[config.mk]
export PLATFORM = sky130hd
export DESIGN_NAME = nft_timing_engine
export DESIGN_NICKNAME = d
export VERILOG_FILES = /design/src/nft_pkg.sv /design/src/nft_half_shift.sv /design/src/nft_timing_engine.sv
export SDC_FILE = /design/constraint.sdc
export NUM_CORES = 1
export LEC_CHECK = 0
export BUFFER_PORTS_ARGS = -buffer_cell sky130_fd_sc_hd__buf_2
export CORE_MARGIN = 2
export CORE_UTILIZATION = 60
export DETAILED_ROUTE_END_ITERATION = 7
export PLACE_DENSITY = 0.88
export SLEW_MARGIN = 40
export SYNTH_ARGS = -nofsm -noshare
export SYNTH_HDL_FRONTEND = slang
export SYNTH_SLANG_ARGS = --single-unit
[constraint.sdc]
create_clock -name sys_clk_in -period 7 [get_ports sys_clk_in]
set_clock_uncertainty 0.05 [all_clocks]
set_input_delay 0 -clock sys_clk_in [delete_from_list [all_inputs] [get_ports sys_clk_in]]
set_output_delay 0 -clock sys_clk_in [all_outputs]
set_load 0.02 [all_outputs]
[src/nft_pkg.sv]
// nft_pkg: constants shared by the nor flash timing engine
// assumes: one functional clock at 100 MHz, timing points in ticks of time_scale+1 clock cycles, gap in clock cycles
package nft_pkg;
  localparam int unsigned CLK_MHZ       = 100;
  localparam int unsigned NUM_SELECTS   = 4;
  localparam int unsigned NUM_WAITS     = 2;
  localparam int unsigned FIELD_W       = 5;
  localparam int unsigned SCALE_W       = 2;
  localparam int unsigned DIV_W         = 2;
  localparam int unsigned BURST_W       = 4;
  localparam int unsigned ADDR_W        = 27;
  localparam int unsigned DATA_W        = 16;
  localparam int unsigned CNT_W         = 12;
  localparam int unsigned SCALE_CNT_W   = 3;
  // values after reset
  localparam logic [DATA_W-1:0] DATA_RST = 16'h0000;
  localparam logic [ADDR_W-1:0] ADDR_RST = 27'h0000000;
  localparam logic [CNT_W-1:0]  CNT_RST  = 12'h000;

  typedef enum logic [4:0] {
    NFT_IDLE   = 5'b00001,
    NFT_LEAD   = 5'b00010,
    NFT_ACCESS = 5'b00100,
    NFT_PAGE   = 5'b01000,
    NFT_GAP    = 5'b10000
  } nft_state_type;
endpackage : nft_pkg

[src/nft_half_shift.sv]
// nft_half_shift: delays a strobe level by half a functional clock when asked
// assumes: level comes from a flop on the rising edge of the same clock
module nft_half_shift (
  input  wire logic sys_clk_in,
  input  wire logic reset_in,
  input  wire logic level_in,
  input  wire logic shift_in,
  output logic      level_out
);
  logic fall_reg;

  // falling edge copy gives the half cycle shift
  always_ff @(negedge sys_clk_in or posedge reset_in) begin
    if (reset_in) begin
      fall_reg <= 1'b1;
    end else begin
      fall_reg <= level_in;
    end
  end

  assign level_out = shift_in ? fall_reg : level_in;
endmodule : nft_half_shift

[src/nft_timing_engine.sv]
// nft_timing_engine: asynchronous nor flash access timing engine
// assumes: request is held stable with its fields until accepted on a
// rising edge with ready high; the flash is asynchronous; wait pins are
// only passed through synchronisers for the controller around it.

module nft_timing_engine #(
  parameter int unsigned FW = nft_pkg::FIELD_W,
  parameter int unsigned BW = nft_pkg::BURST_W
) (
  input  wire logic                          sys_clk_in,
  input  wire logic                          reset_in,
  // request side
  input  wire logic                          req_valid_in,
  input  wire logic                          req_write_in,
  input  wire logic [1:0]                    req_select_in,
  input  wire logic [BW-1:0]                 req_count_in,
  input  wire logic [nft_pkg::ADDR_W-1:0]    req_addr_in,
  input  wire logic [1:0]                    req_byte_en_in,
  input  wire logic [nft_pkg::DATA_W-1:0]    req_wdata_in,
  output logic                               req_ready_out,
  // timing set of the requested select
  input  wire logic [FW-1:0]                 select_assert_point_in,
  input  wire logic [FW-1:0]                 select_read_off_point_in,
  input  wire logic [FW-1:0]                 select_write_off_point_in,
  input  wire logic [FW-1:0]                 addr_valid_on_point_in,
  input  wire logic [FW-1:0]                 addr_valid_read_off_in,
  input  wire logic [FW-1:0]                 addr_valid_write_off_in,
  input  wire logic [FW-1:0]                 read_enable_on_point_in,
  input  wire logic [FW-1:0]                 read_enable_off_point_in,
  input  wire logic [FW-1:0]                 write_enable_on_point_in,
  input  wire logic [FW-1:0]                 write_enable_off_point_in,
  input  wire logic [FW-1:0]                 read_cycle_len_in,
  input  wire logic [FW-1:0]                 write_cycle_len_in,
  input  wire logic [FW-1:0]                 sample_delay_in,
  input  wire logic [FW-1:0]                 page_step_delay_in,
  input  wire logic [FW-1:0]                 gap_cycles_in,
  input  wire logic [nft_pkg::SCALE_W-1:0]   time_scale_in,
  input  wire logic [nft_pkg::DIV_W-1:0]     out_clock_divider_in,
  input  wire logic                          select_half_shift_in,
  input  wire logic                          addr_valid_half_shift_in,
  input  wire logic                          read_enable_half_shift_in,
  input  wire logic                          write_enable_half_shift_in,
  // read data return
  output logic [nft_pkg::DATA_W-1:0]         rdata_out,
  output logic                               rdata_valid_out,
  output logic                               busy_out,
  output logic [nft_pkg::NUM_WAITS-1:0]      mem_wait_sync_out,
  // memory pins
  output logic [nft_pkg::NUM_SELECTS-1:0]    mem_chip_select_n_out,
  output logic                               addr_valid_n_out,
  output logic                               read_enable_n_out,
  output logic                               write_enable_n_out,
  output logic                               byte_enable_low_n_out,
  output logic                               byte_enable_high_n_out,
  output logic [nft_pkg::ADDR_W-1:0]         mem_addr_out,
  output logic [nft_pkg::DATA_W-1:0]         mem_data_out,
  output logic                               mem_data_oe_out,
  input  wire logic [nft_pkg::DATA_W-1:0]    mem_data_in,
  input  wire logic [nft_pkg::NUM_WAITS-1:0] mem_wait_in,
  output logic                               mem_clock_out
);
  localparam int unsigned CW = nft_pkg::CNT_W;

  nft_pkg::nft_state_type state_reg;
  logic [CW-1:0]                  cnt_reg;       // scaled ticks since start
  logic [nft_pkg::SCALE_CNT_W-1:0] pre_reg;      // scale prescaler
  logic [CW-1:0]                  gap_reg;
  logic [CW-1:0]                  page_cnt_reg;  // unscaled page step counter
  logic [BW-1:0]                  words_reg;     // words still to sample
  logic [BW-1:0]                  count_reg;
  logic                           write_reg;
  logic [1:0]                     sel_reg;
  logic [1:0]                     be_reg;
  logic [nft_pkg::DATA_W-1:0]     rdata_reg;
  logic                           rvalid_reg;
  logic                           cs_lvl_reg;
  logic                           adv_lvl_reg;
  logic                           oe_lvl_reg;
  logic                           we_lvl_reg;
  logic [nft_pkg::NUM_WAITS-1:0]  wait_meta_reg;
  logic [nft_pkg::NUM_WAITS-1:0]  wait_sync_reg;
  logic [nft_pkg::DIV_W-1:0]      div_reg;
  logic                           mclk_reg;

  logic          tick;        // one scaled time unit passes
  logic [CW-1:0] extra;       // (n-1) page steps
  logic [CW-1:0] cs_off_pt;
  logic [CW-1:0] adv_off_pt;
  logic [CW-1:0] oe_off_pt;
  logic [CW-1:0] cyc_len;
  logic [CW-1:0] page_len;
  logic          cs_n;
  logic          adv_n;
  logic          oe_n;
  logic          we_n;
  logic          acc_next;    // access window still open after this edge
  logic [CW-1:0] cnt_next;    // scaled count after this edge
  logic          wr_now;      // direction of the access started or running
  logic          take_first;  // first read word sampled at this edge
  logic          take_next;   // later page word sampled at this edge

  assign tick     = (pre_reg == {1'b0, time_scale_in});
  assign extra    = CW'(count_reg) * CW'(page_step_delay_in);
  assign page_len = CW'(page_step_delay_in) * CW'({1'b0, time_scale_in} + 3'h1);
  // off points, select, read enable and cycle length with burst extension (address valid without), all from the common start
  assign cs_off_pt  = CW'(wr_now ? select_write_off_point_in
                                    : select_read_off_point_in) + extra;
  assign adv_off_pt = CW'(wr_now ? addr_valid_write_off_in
                                    : addr_valid_read_off_in);
  assign oe_off_pt  = CW'(read_enable_off_point_in) + extra;
  assign cyc_len    = CW'(write_reg ? write_cycle_len_in : read_cycle_len_in)
                      + extra;

  assign req_ready_out = (state_reg == nft_pkg::NFT_IDLE);
  assign busy_out      = !req_ready_out;

  // strobe levels follow the count after the edge, so every edge point
  // lines up with the address launched at the accepting edge
  always_comb begin
    acc_next = 1'b0;
    cnt_next = nft_pkg::CNT_RST;
    if (state_reg == nft_pkg::NFT_IDLE) begin
      acc_next = req_valid_in;
    end else if (state_reg == nft_pkg::NFT_ACCESS) begin
      acc_next = !(tick && (cnt_reg + 12'h001 >= cyc_len));
      cnt_next = tick ? cnt_reg + 12'h001 : cnt_reg;
    end
  end
  assign wr_now = (state_reg == nft_pkg::NFT_IDLE) ? req_write_in : write_reg;

  // access sequencer: idle, access window (page sampling inside it), gap
  always_ff @(posedge sys_clk_in or posedge reset_in) begin
    if (reset_in) begin
      state_reg <= nft_pkg::NFT_IDLE;
      gap_reg   <= nft_pkg::CNT_RST;
    end else begin
      case (state_reg)
        nft_pkg::NFT_IDLE: begin
          if (req_valid_in) begin
            state_reg <= nft_pkg::NFT_ACCESS;
          end
        end
        nft_pkg::NFT_ACCESS: begin
          if (tick && (cnt_reg + 12'h001 >= cyc_len)) begin
            gap_reg   <= CW'(gap_cycles_in);
            state_reg <= nft_pkg::NFT_GAP;
          end
        end
        nft_pkg::NFT_GAP: begin
          if (gap_reg <= 12'h001) begin
            state_reg <= nft_pkg::NFT_IDLE;
          end else begin
            gap_reg <= gap_reg - 12'h001;
          end
        end
        default: begin
          state_reg <= nft_pkg::NFT_IDLE;
        end
      endcase
    end
  end

  // scaled time base: each tick is time_scale+1 functional clocks
  always_ff @(posedge sys_clk_in or posedge reset_in) begin
    if (reset_in) begin
      pre_reg <= '0;
      cnt_reg <= nft_pkg::CNT_RST;
    end else if (state_reg != nft_pkg::NFT_ACCESS) begin
      pre_reg <= '0;
      cnt_reg <= nft_pkg::CNT_RST;
    end else if (tick) begin
      pre_reg <= '0;
      cnt_reg <= cnt_reg + 12'h001;
    end else begin
      pre_reg <= pre_reg + 3'h1;
    end
  end

  // request capture: address, byte enables and write data valid at start
  always_ff @(posedge sys_clk_in or posedge reset_in) begin
    if (reset_in) begin
      write_reg    <= 1'b0;
      sel_reg      <= 2'h0;
      be_reg       <= 2'h0;
      count_reg    <= '0;
      mem_data_out <= nft_pkg::DATA_RST;
    end else if (state_reg == nft_pkg::NFT_IDLE && req_valid_in) begin
      write_reg    <= req_write_in;
      sel_reg      <= req_select_in;
      be_reg       <= req_byte_en_in;
      count_reg    <= (req_count_in == '0) ? '0 : req_count_in - BW'(1);
      mem_data_out <= req_wdata_in;
    end
  end

  // page address stepping: each later phase lasts one page step
  always_ff @(posedge sys_clk_in or posedge reset_in) begin
    if (reset_in) begin
      mem_addr_out <= nft_pkg::ADDR_RST;
    end else if (state_reg == nft_pkg::NFT_IDLE && req_valid_in) begin
      mem_addr_out <= req_addr_in;
    end else if ((take_first || take_next) && words_reg > BW'(1)) begin
      mem_addr_out <= mem_addr_out + 27'h0000001;
    end
  end

  // sampling points: the address steps on the same edge, ahead of the next word
  assign take_first = (state_reg == nft_pkg::NFT_ACCESS) && !write_reg && tick
                      && (words_reg == req_count_in_w(count_reg))
                      && (cnt_reg + 12'h001 == CW'(sample_delay_in));
  assign take_next  = (state_reg == nft_pkg::NFT_ACCESS) && !write_reg
                      && (page_cnt_reg == 12'h001) && (words_reg != '0);

  // read sampling: first word at sample delay, then every page step
  always_ff @(posedge sys_clk_in or posedge reset_in) begin
    if (reset_in) begin
      page_cnt_reg <= nft_pkg::CNT_RST;
      words_reg    <= '0;
      rdata_reg    <= nft_pkg::DATA_RST;
      rvalid_reg   <= 1'b0;
    end else begin
      rvalid_reg <= 1'b0;
      if (state_reg == nft_pkg::NFT_IDLE) begin
        page_cnt_reg <= nft_pkg::CNT_RST;
        words_reg    <= (req_count_in == '0) ? BW'(1) : req_count_in; // zero is single
      end else if (take_first) begin
        rdata_reg    <= mem_data_in;
        rvalid_reg   <= 1'b1;
        words_reg    <= words_reg - BW'(1);
        page_cnt_reg <= page_len;
      end else if (take_next) begin
        rdata_reg    <= mem_data_in;
        rvalid_reg   <= 1'b1;
        words_reg    <= words_reg - BW'(1);
        page_cnt_reg <= (words_reg == BW'(1)) ? nft_pkg::CNT_RST : page_len;
      end else if (state_reg == nft_pkg::NFT_ACCESS && page_cnt_reg > 12'h001) begin
        page_cnt_reg <= page_cnt_reg - 12'h001;
      end
    end
  end

  function automatic logic [BW-1:0] req_count_in_w(input logic [BW-1:0] c);
    req_count_in_w = c + BW'(1);
  endfunction : req_count_in_w

  // strobe levels on the rising edge, all counted from the common start
  always_ff @(posedge sys_clk_in or posedge reset_in) begin
    if (reset_in) begin
      cs_lvl_reg  <= 1'b0;
      adv_lvl_reg <= 1'b0;
      oe_lvl_reg  <= 1'b0;
      we_lvl_reg  <= 1'b0;
    end else if (!acc_next) begin
      cs_lvl_reg  <= 1'b0;
      adv_lvl_reg <= 1'b0;
      oe_lvl_reg  <= 1'b0;
      we_lvl_reg  <= 1'b0;
    end else begin
      cs_lvl_reg  <= (cnt_next >= CW'(select_assert_point_in))
                     && (cnt_next < cs_off_pt);
      adv_lvl_reg <= (cnt_next >= CW'(addr_valid_on_point_in))
                     && (cnt_next < adv_off_pt);
      oe_lvl_reg  <= !wr_now && (cnt_next >= CW'(read_enable_on_point_in))
                     && (cnt_next < oe_off_pt);
      we_lvl_reg  <= wr_now && (cnt_next >= CW'(write_enable_on_point_in))
                     && (cnt_next < CW'(write_enable_off_point_in));
    end
  end

  // half cycle shifts on the opposite clock edge
  nft_half_shift u_cs_shift (.sys_clk_in(sys_clk_in), .reset_in(reset_in),
    .level_in(!cs_lvl_reg), .shift_in(select_half_shift_in), .level_out(cs_n));
  nft_half_shift u_adv_shift (.sys_clk_in(sys_clk_in), .reset_in(reset_in),
    .level_in(!adv_lvl_reg), .shift_in(addr_valid_half_shift_in), .level_out(adv_n));
  nft_half_shift u_oe_shift (.sys_clk_in(sys_clk_in), .reset_in(reset_in),
    .level_in(!oe_lvl_reg), .shift_in(read_enable_half_shift_in), .level_out(oe_n));
  nft_half_shift u_we_shift (.sys_clk_in(sys_clk_in), .reset_in(reset_in),
    .level_in(!we_lvl_reg), .shift_in(write_enable_half_shift_in), .level_out(we_n));

  // one select per chip, the rest stay high
  genvar gi;
  generate
    for (gi = 0; gi < nft_pkg::NUM_SELECTS; gi++) begin : g_sel
      assign mem_chip_select_n_out[gi] = (sel_reg == 2'(gi)) ? cs_n : 1'b1;
    end
  endgenerate

  assign addr_valid_n_out       = adv_n;
  assign read_enable_n_out      = oe_n;
  assign write_enable_n_out     = we_n;
  // byte enables valid during the whole access window
  assign byte_enable_low_n_out  = !((state_reg == nft_pkg::NFT_ACCESS) && be_reg[0]);
  assign byte_enable_high_n_out = !((state_reg == nft_pkg::NFT_ACCESS) && be_reg[1]);
  assign mem_data_oe_out        = (state_reg == nft_pkg::NFT_ACCESS) && write_reg;
  assign rdata_out              = rdata_reg;
  assign rdata_valid_out        = rvalid_reg;

  // wait pins through two flops
  always_ff @(posedge sys_clk_in or posedge reset_in) begin
    if (reset_in) begin
      wait_meta_reg <= '0;
      wait_sync_reg <= '0;
    end else begin
      wait_meta_reg <= mem_wait_in;
      wait_sync_reg <= wait_meta_reg;
    end
  end
  assign mem_wait_sync_out = wait_sync_reg;

  // memory clock: divider zero runs at the functional clock rate
  always_ff @(posedge sys_clk_in or posedge reset_in) begin
    if (reset_in) begin
      div_reg  <= '0;
      mclk_reg <= 1'b0;
    end else if (div_reg >= out_clock_divider_in) begin
      div_reg  <= '0;
      mclk_reg <= !mclk_reg;
    end else begin
      div_reg <= div_reg + 2'h1;
    end
  end
  assign mem_clock_out = (out_clock_divider_in == '0) ? sys_clk_in : mclk_reg;
endmodule : nft_timing_engine

==> out/results.tsv <==
stage	metric	value	unit
routing	routed via count	10200	
logic_synthesis	primary flip-flop cell chosen by synthesis mapping	dfrtp_1	
sta	Sum Neg Setup Slack	0	ns
logic_synthesis	number of library cell types mapped by synthesis	73	
pwr	total leakage power	0.00638	uW
logic_synthesis	Mapped Cells	1148	
logic_synthesis	number of nets produced by synthesis	1422	
run_status	run status	completed	
worst_hold_path	Worst Hold Depth	5	
cells_and_area	commonest cells after routing, fill and taps aside	230 x buf_2, 200 x nand2_1, 125 x dfrtp_1, 105 x ha_1, 93 x nor2_1	
cells_and_area	share of cells above drive strength 1	0.208	
sta	top achievable clock speed	182	MHz
cts	cell at the root of the clock tree	clkbuf_16	
cts	clock latency on the worst-skew pair	0.43	ns
global_route	GRT Residual Overflow	0	
sta	max-slew headroom at the worst pin	0.444	
routing	wire length per cell after detailed routing	18.5	um
sta	final worst path period share	0.784	
logic_synthesis	count of flip-flops with a built-in enable after synthesis	0	
routing	first-pass iteration count of the detailed router	5	
setup_path	CP dominant cell by count	fa_1	
logic_synthesis	Post-synth ARST share	1.00	
cts	buffers from clock root to sink, at most	2	
pwr	power density of the placed cells	393	nW/um2
floorplanning	Die Y-Extent	132	um
cells_and_area	Area growth, synth to finish	28.2	%
setup_path	worst setup path category	flip-flop to flip-flop	
logic_synthesis	Post-Syn Area per Cell	8.59	um2
pwr	Worst VDD drop	0.000254	V
sta	Final Hold Vio Count	0	
routing	Remaining DRCs	0	
place	final weighted congestion in routability-driven placement	0.935	
setup_path	slowest stage cell, crit path	fa_1	
cts	post_cts resized	0	
global_route	antenna violations before repair	0	
floorplanning	# IOs	231	
routing	final wirelength	31.1	mm
setup_path	Worst Path Arrival	5.76	ns
sta	total setup violations reported at the end of the flow	0	
worst_hold_path	worst min-delay path startpoint	out_clock_divider_in[1]	
floorplanning	Die Width	132	um
sta	slew of the pin with the lowest slew margin	0.834	ns
cells_and_area	Largest register FFs	27	
worst_hold_path	path category of the worst min-delay check	input pin to flip-flop	
floorplanning	die footprint	17500	um2
sta	min cycle time layout	5.49	ns
cells_and_area	utilization of the core after routing	0.790	
logic_synthesis	number of synthesized register bits	130	
logic_synthesis	post-synthesis instance area	9860	um2
cts	Post-CTS Hold Fix Bufs	80	
setup_path	launch point of the critical path	count_reg[2]	
sta	Max Transition Viols Final	0	
global_route	via count of the first global-routing pass	10300	
cells_and_area	most common cell after layout, fill and taps aside	buf_2	
setup_path	category of the worst setup path launch point	flip-flop	
floorplanning	placeable core region	16000	um2
cells_and_area	sequential cell area	3260	um2
cts	number of CTS-inserted buffers	17	
routing	ANT nets after route	0	
logic_synthesis	sequential area share after synthesis	0.331	
place	number of port buffers	230	
sta	RSZ-0062 raised after global routing	no	
setup_path	Worst path top cell family by delay	adder cells	
setup_path	critical path capture point type	flip-flop	
setup_path	chain of cells forming the critical path	nand2_1, fa_1, fa_1, inv_1, fa_1, xor2_1, ha_1, a21oi_1, xor2_1, ha_1, a2111oi_0, nand2_1, o21ai_0, a31oi_1, o21ai_0, nor4bb_1	
cells_and_area	Nets	1728	
cells_and_area	count of fill cells added during filler insertion	981	
setup_path	Worst Path Max Fanout	8	
cts	clock slew seen by the registers of the worst setup and hold paths	0.06	ns
setup_path	endpoint required time on the critical path	7.27	ns
global_route	maximum number of pins on one net before global-route repair	68	
global_route	total global-route track usage	0.359	
routing	number of vias per cell after detailed routing	6.05	
cells_and_area	n_diodes	0	
logic_synthesis	number of warnings issued by yosys	0	
cells_and_area	area of combinational cells with multiple inputs	6160	um2
floorplanning	row count	46	
setup_path	launch point of the worst reg-to-reg path	count_reg[2]	
setup_path	buffering stage count on the worst path with inverters included	1	
global_route	global-route wire length before repair	50.5	mm
cells_and_area	largest register by flop count	mem_addr_out	
cts	number of buffers inserted to repair setup after CTS	0	
setup_path	Levels on crit path	16	
routing	iteration-0 DRC count of the detailed router	919	
run	number of maximum-capacitance constraint violations	0	
place	half-perimeter wire length after detailed placement	19.6	mm
cts	clock tree from TritonCTS	yes	
setup_path	reg2reg path depth	16	
cts	CTS HTree Levels	4	
setup_path	Largest stage delay, worst path	0.54	ns
floorplanning	starting density of the core	0.616	
## worst paths after layout
check	slack [ns]	endpoint
max	1.51	oe_lvl_reg
max reg2reg	1.51	oe_lvl_reg
min in group asynchronous	0.16	cnt_reg[7]
min	0.05	div_reg[0]
min reg2reg	0.30	mem_wait_sync_out[0]
max in group asynchronous	2.87	u_adv_shift.fall_reg
## synthesized netlist by cell type, drive strengths merged, types with 9 or more instances
cell type / n / area [um2]
dfrtp: 125 / 3130
or3: 13 / 81.3
nand2: 200 / 751
mux2i: 11 / 110
xor2: 36 / 315
and3: 12 / 75.1
mux2: 9 / 101
ha: 105 / 1310
nand2b: 18 / 113
fa: 13 / 260
buf: 11 / 63.8
a21o: 14 / 105
a31oi: 13 / 87.6
nand4: 10 / 68.8
nand3: 36 / 185
a21oi: 68 / 340
nor3: 23 / 146
clkbuf: 24 / 90.1
nor2: 95 / 367
inv: 76 / 285
xnor2: 50 / 438
and2: 26 / 163
nor2b: 9 / 56.3
o21ai: 63 / 315
nor4: 11 / 96.3
## report_power, final
part / internal (uW) / switching [uW]
Combinational: 1080 / 1650
Sequential: 991 / 269
Clock: 608 / 371
## tightest hold or removal path: cells and delay by family
family,cells,cell delay [ns]
AOI/OAI and AO/OA,1,0.15
and+or+nand+nor,1,0.05
buffers and inverters,2,0.17
adders and majority gates,1,0.13
## metrics by stage
stage / hold slack (ns) / setup slack, ns / total power [uW] / area, um2 / instances
3_5_place_dp: 0.0627 / 1.61 / 3810 / 11200 / 1567
3_3_place_gp: 0.0577 / 1.84 / 3700 / 11200 / 1567
4_1_cts: 0.0573 / 1.60 / 4840 / 12600 / 1683
6_report: 0.0549 / 1.51 / 4960 / 12600 / 1683
2_1_floorplan: -0.0186 / 0.923 / 3110 / 9860 / 1148
5_1_grt: 0.102 / 1.11 / 5290 / 12600 / 1683
## routing by layer
metal | GRT usage | wire (um) | vias to the layer above | part of all wire
li1 | - | - | 4547 | -
met1 | 0.423 | 11400 | 4800 | 0.37
met2 | 0.610 | 15000 | 683 | 0.48
met3 | 0.0773 | 3110 | 158 | 0.10
met4 | 0.201 | 1580 | 0 | 0.051
met5 | 0 | 0 | - | 0
## area by class of cell
cell class | count | share of cell area
clock inverters | 16 | 0.0132
multi-input cells | 906 | 0.487
inverters | 76 | 0.0230
clock buffers | 22 | 0.0385
flip-flops and latches | 130 | 0.258
repair buffers | 317 | 0.159
well taps | 216 | 0.0214
## cell families after synthesis
logic type | share of synthesized area
adder cells (fa/ha/maj) | 0.160
AND/OR/NAND/NOR | 0.236
flip-flops | 0.331
XOR/XNOR | 0.0810
AO/OA/AOI/OAI | 0.127
buffers and inverters | 0.0449
multiplexers | 0.0214
(Power assumes the default switching activity.)
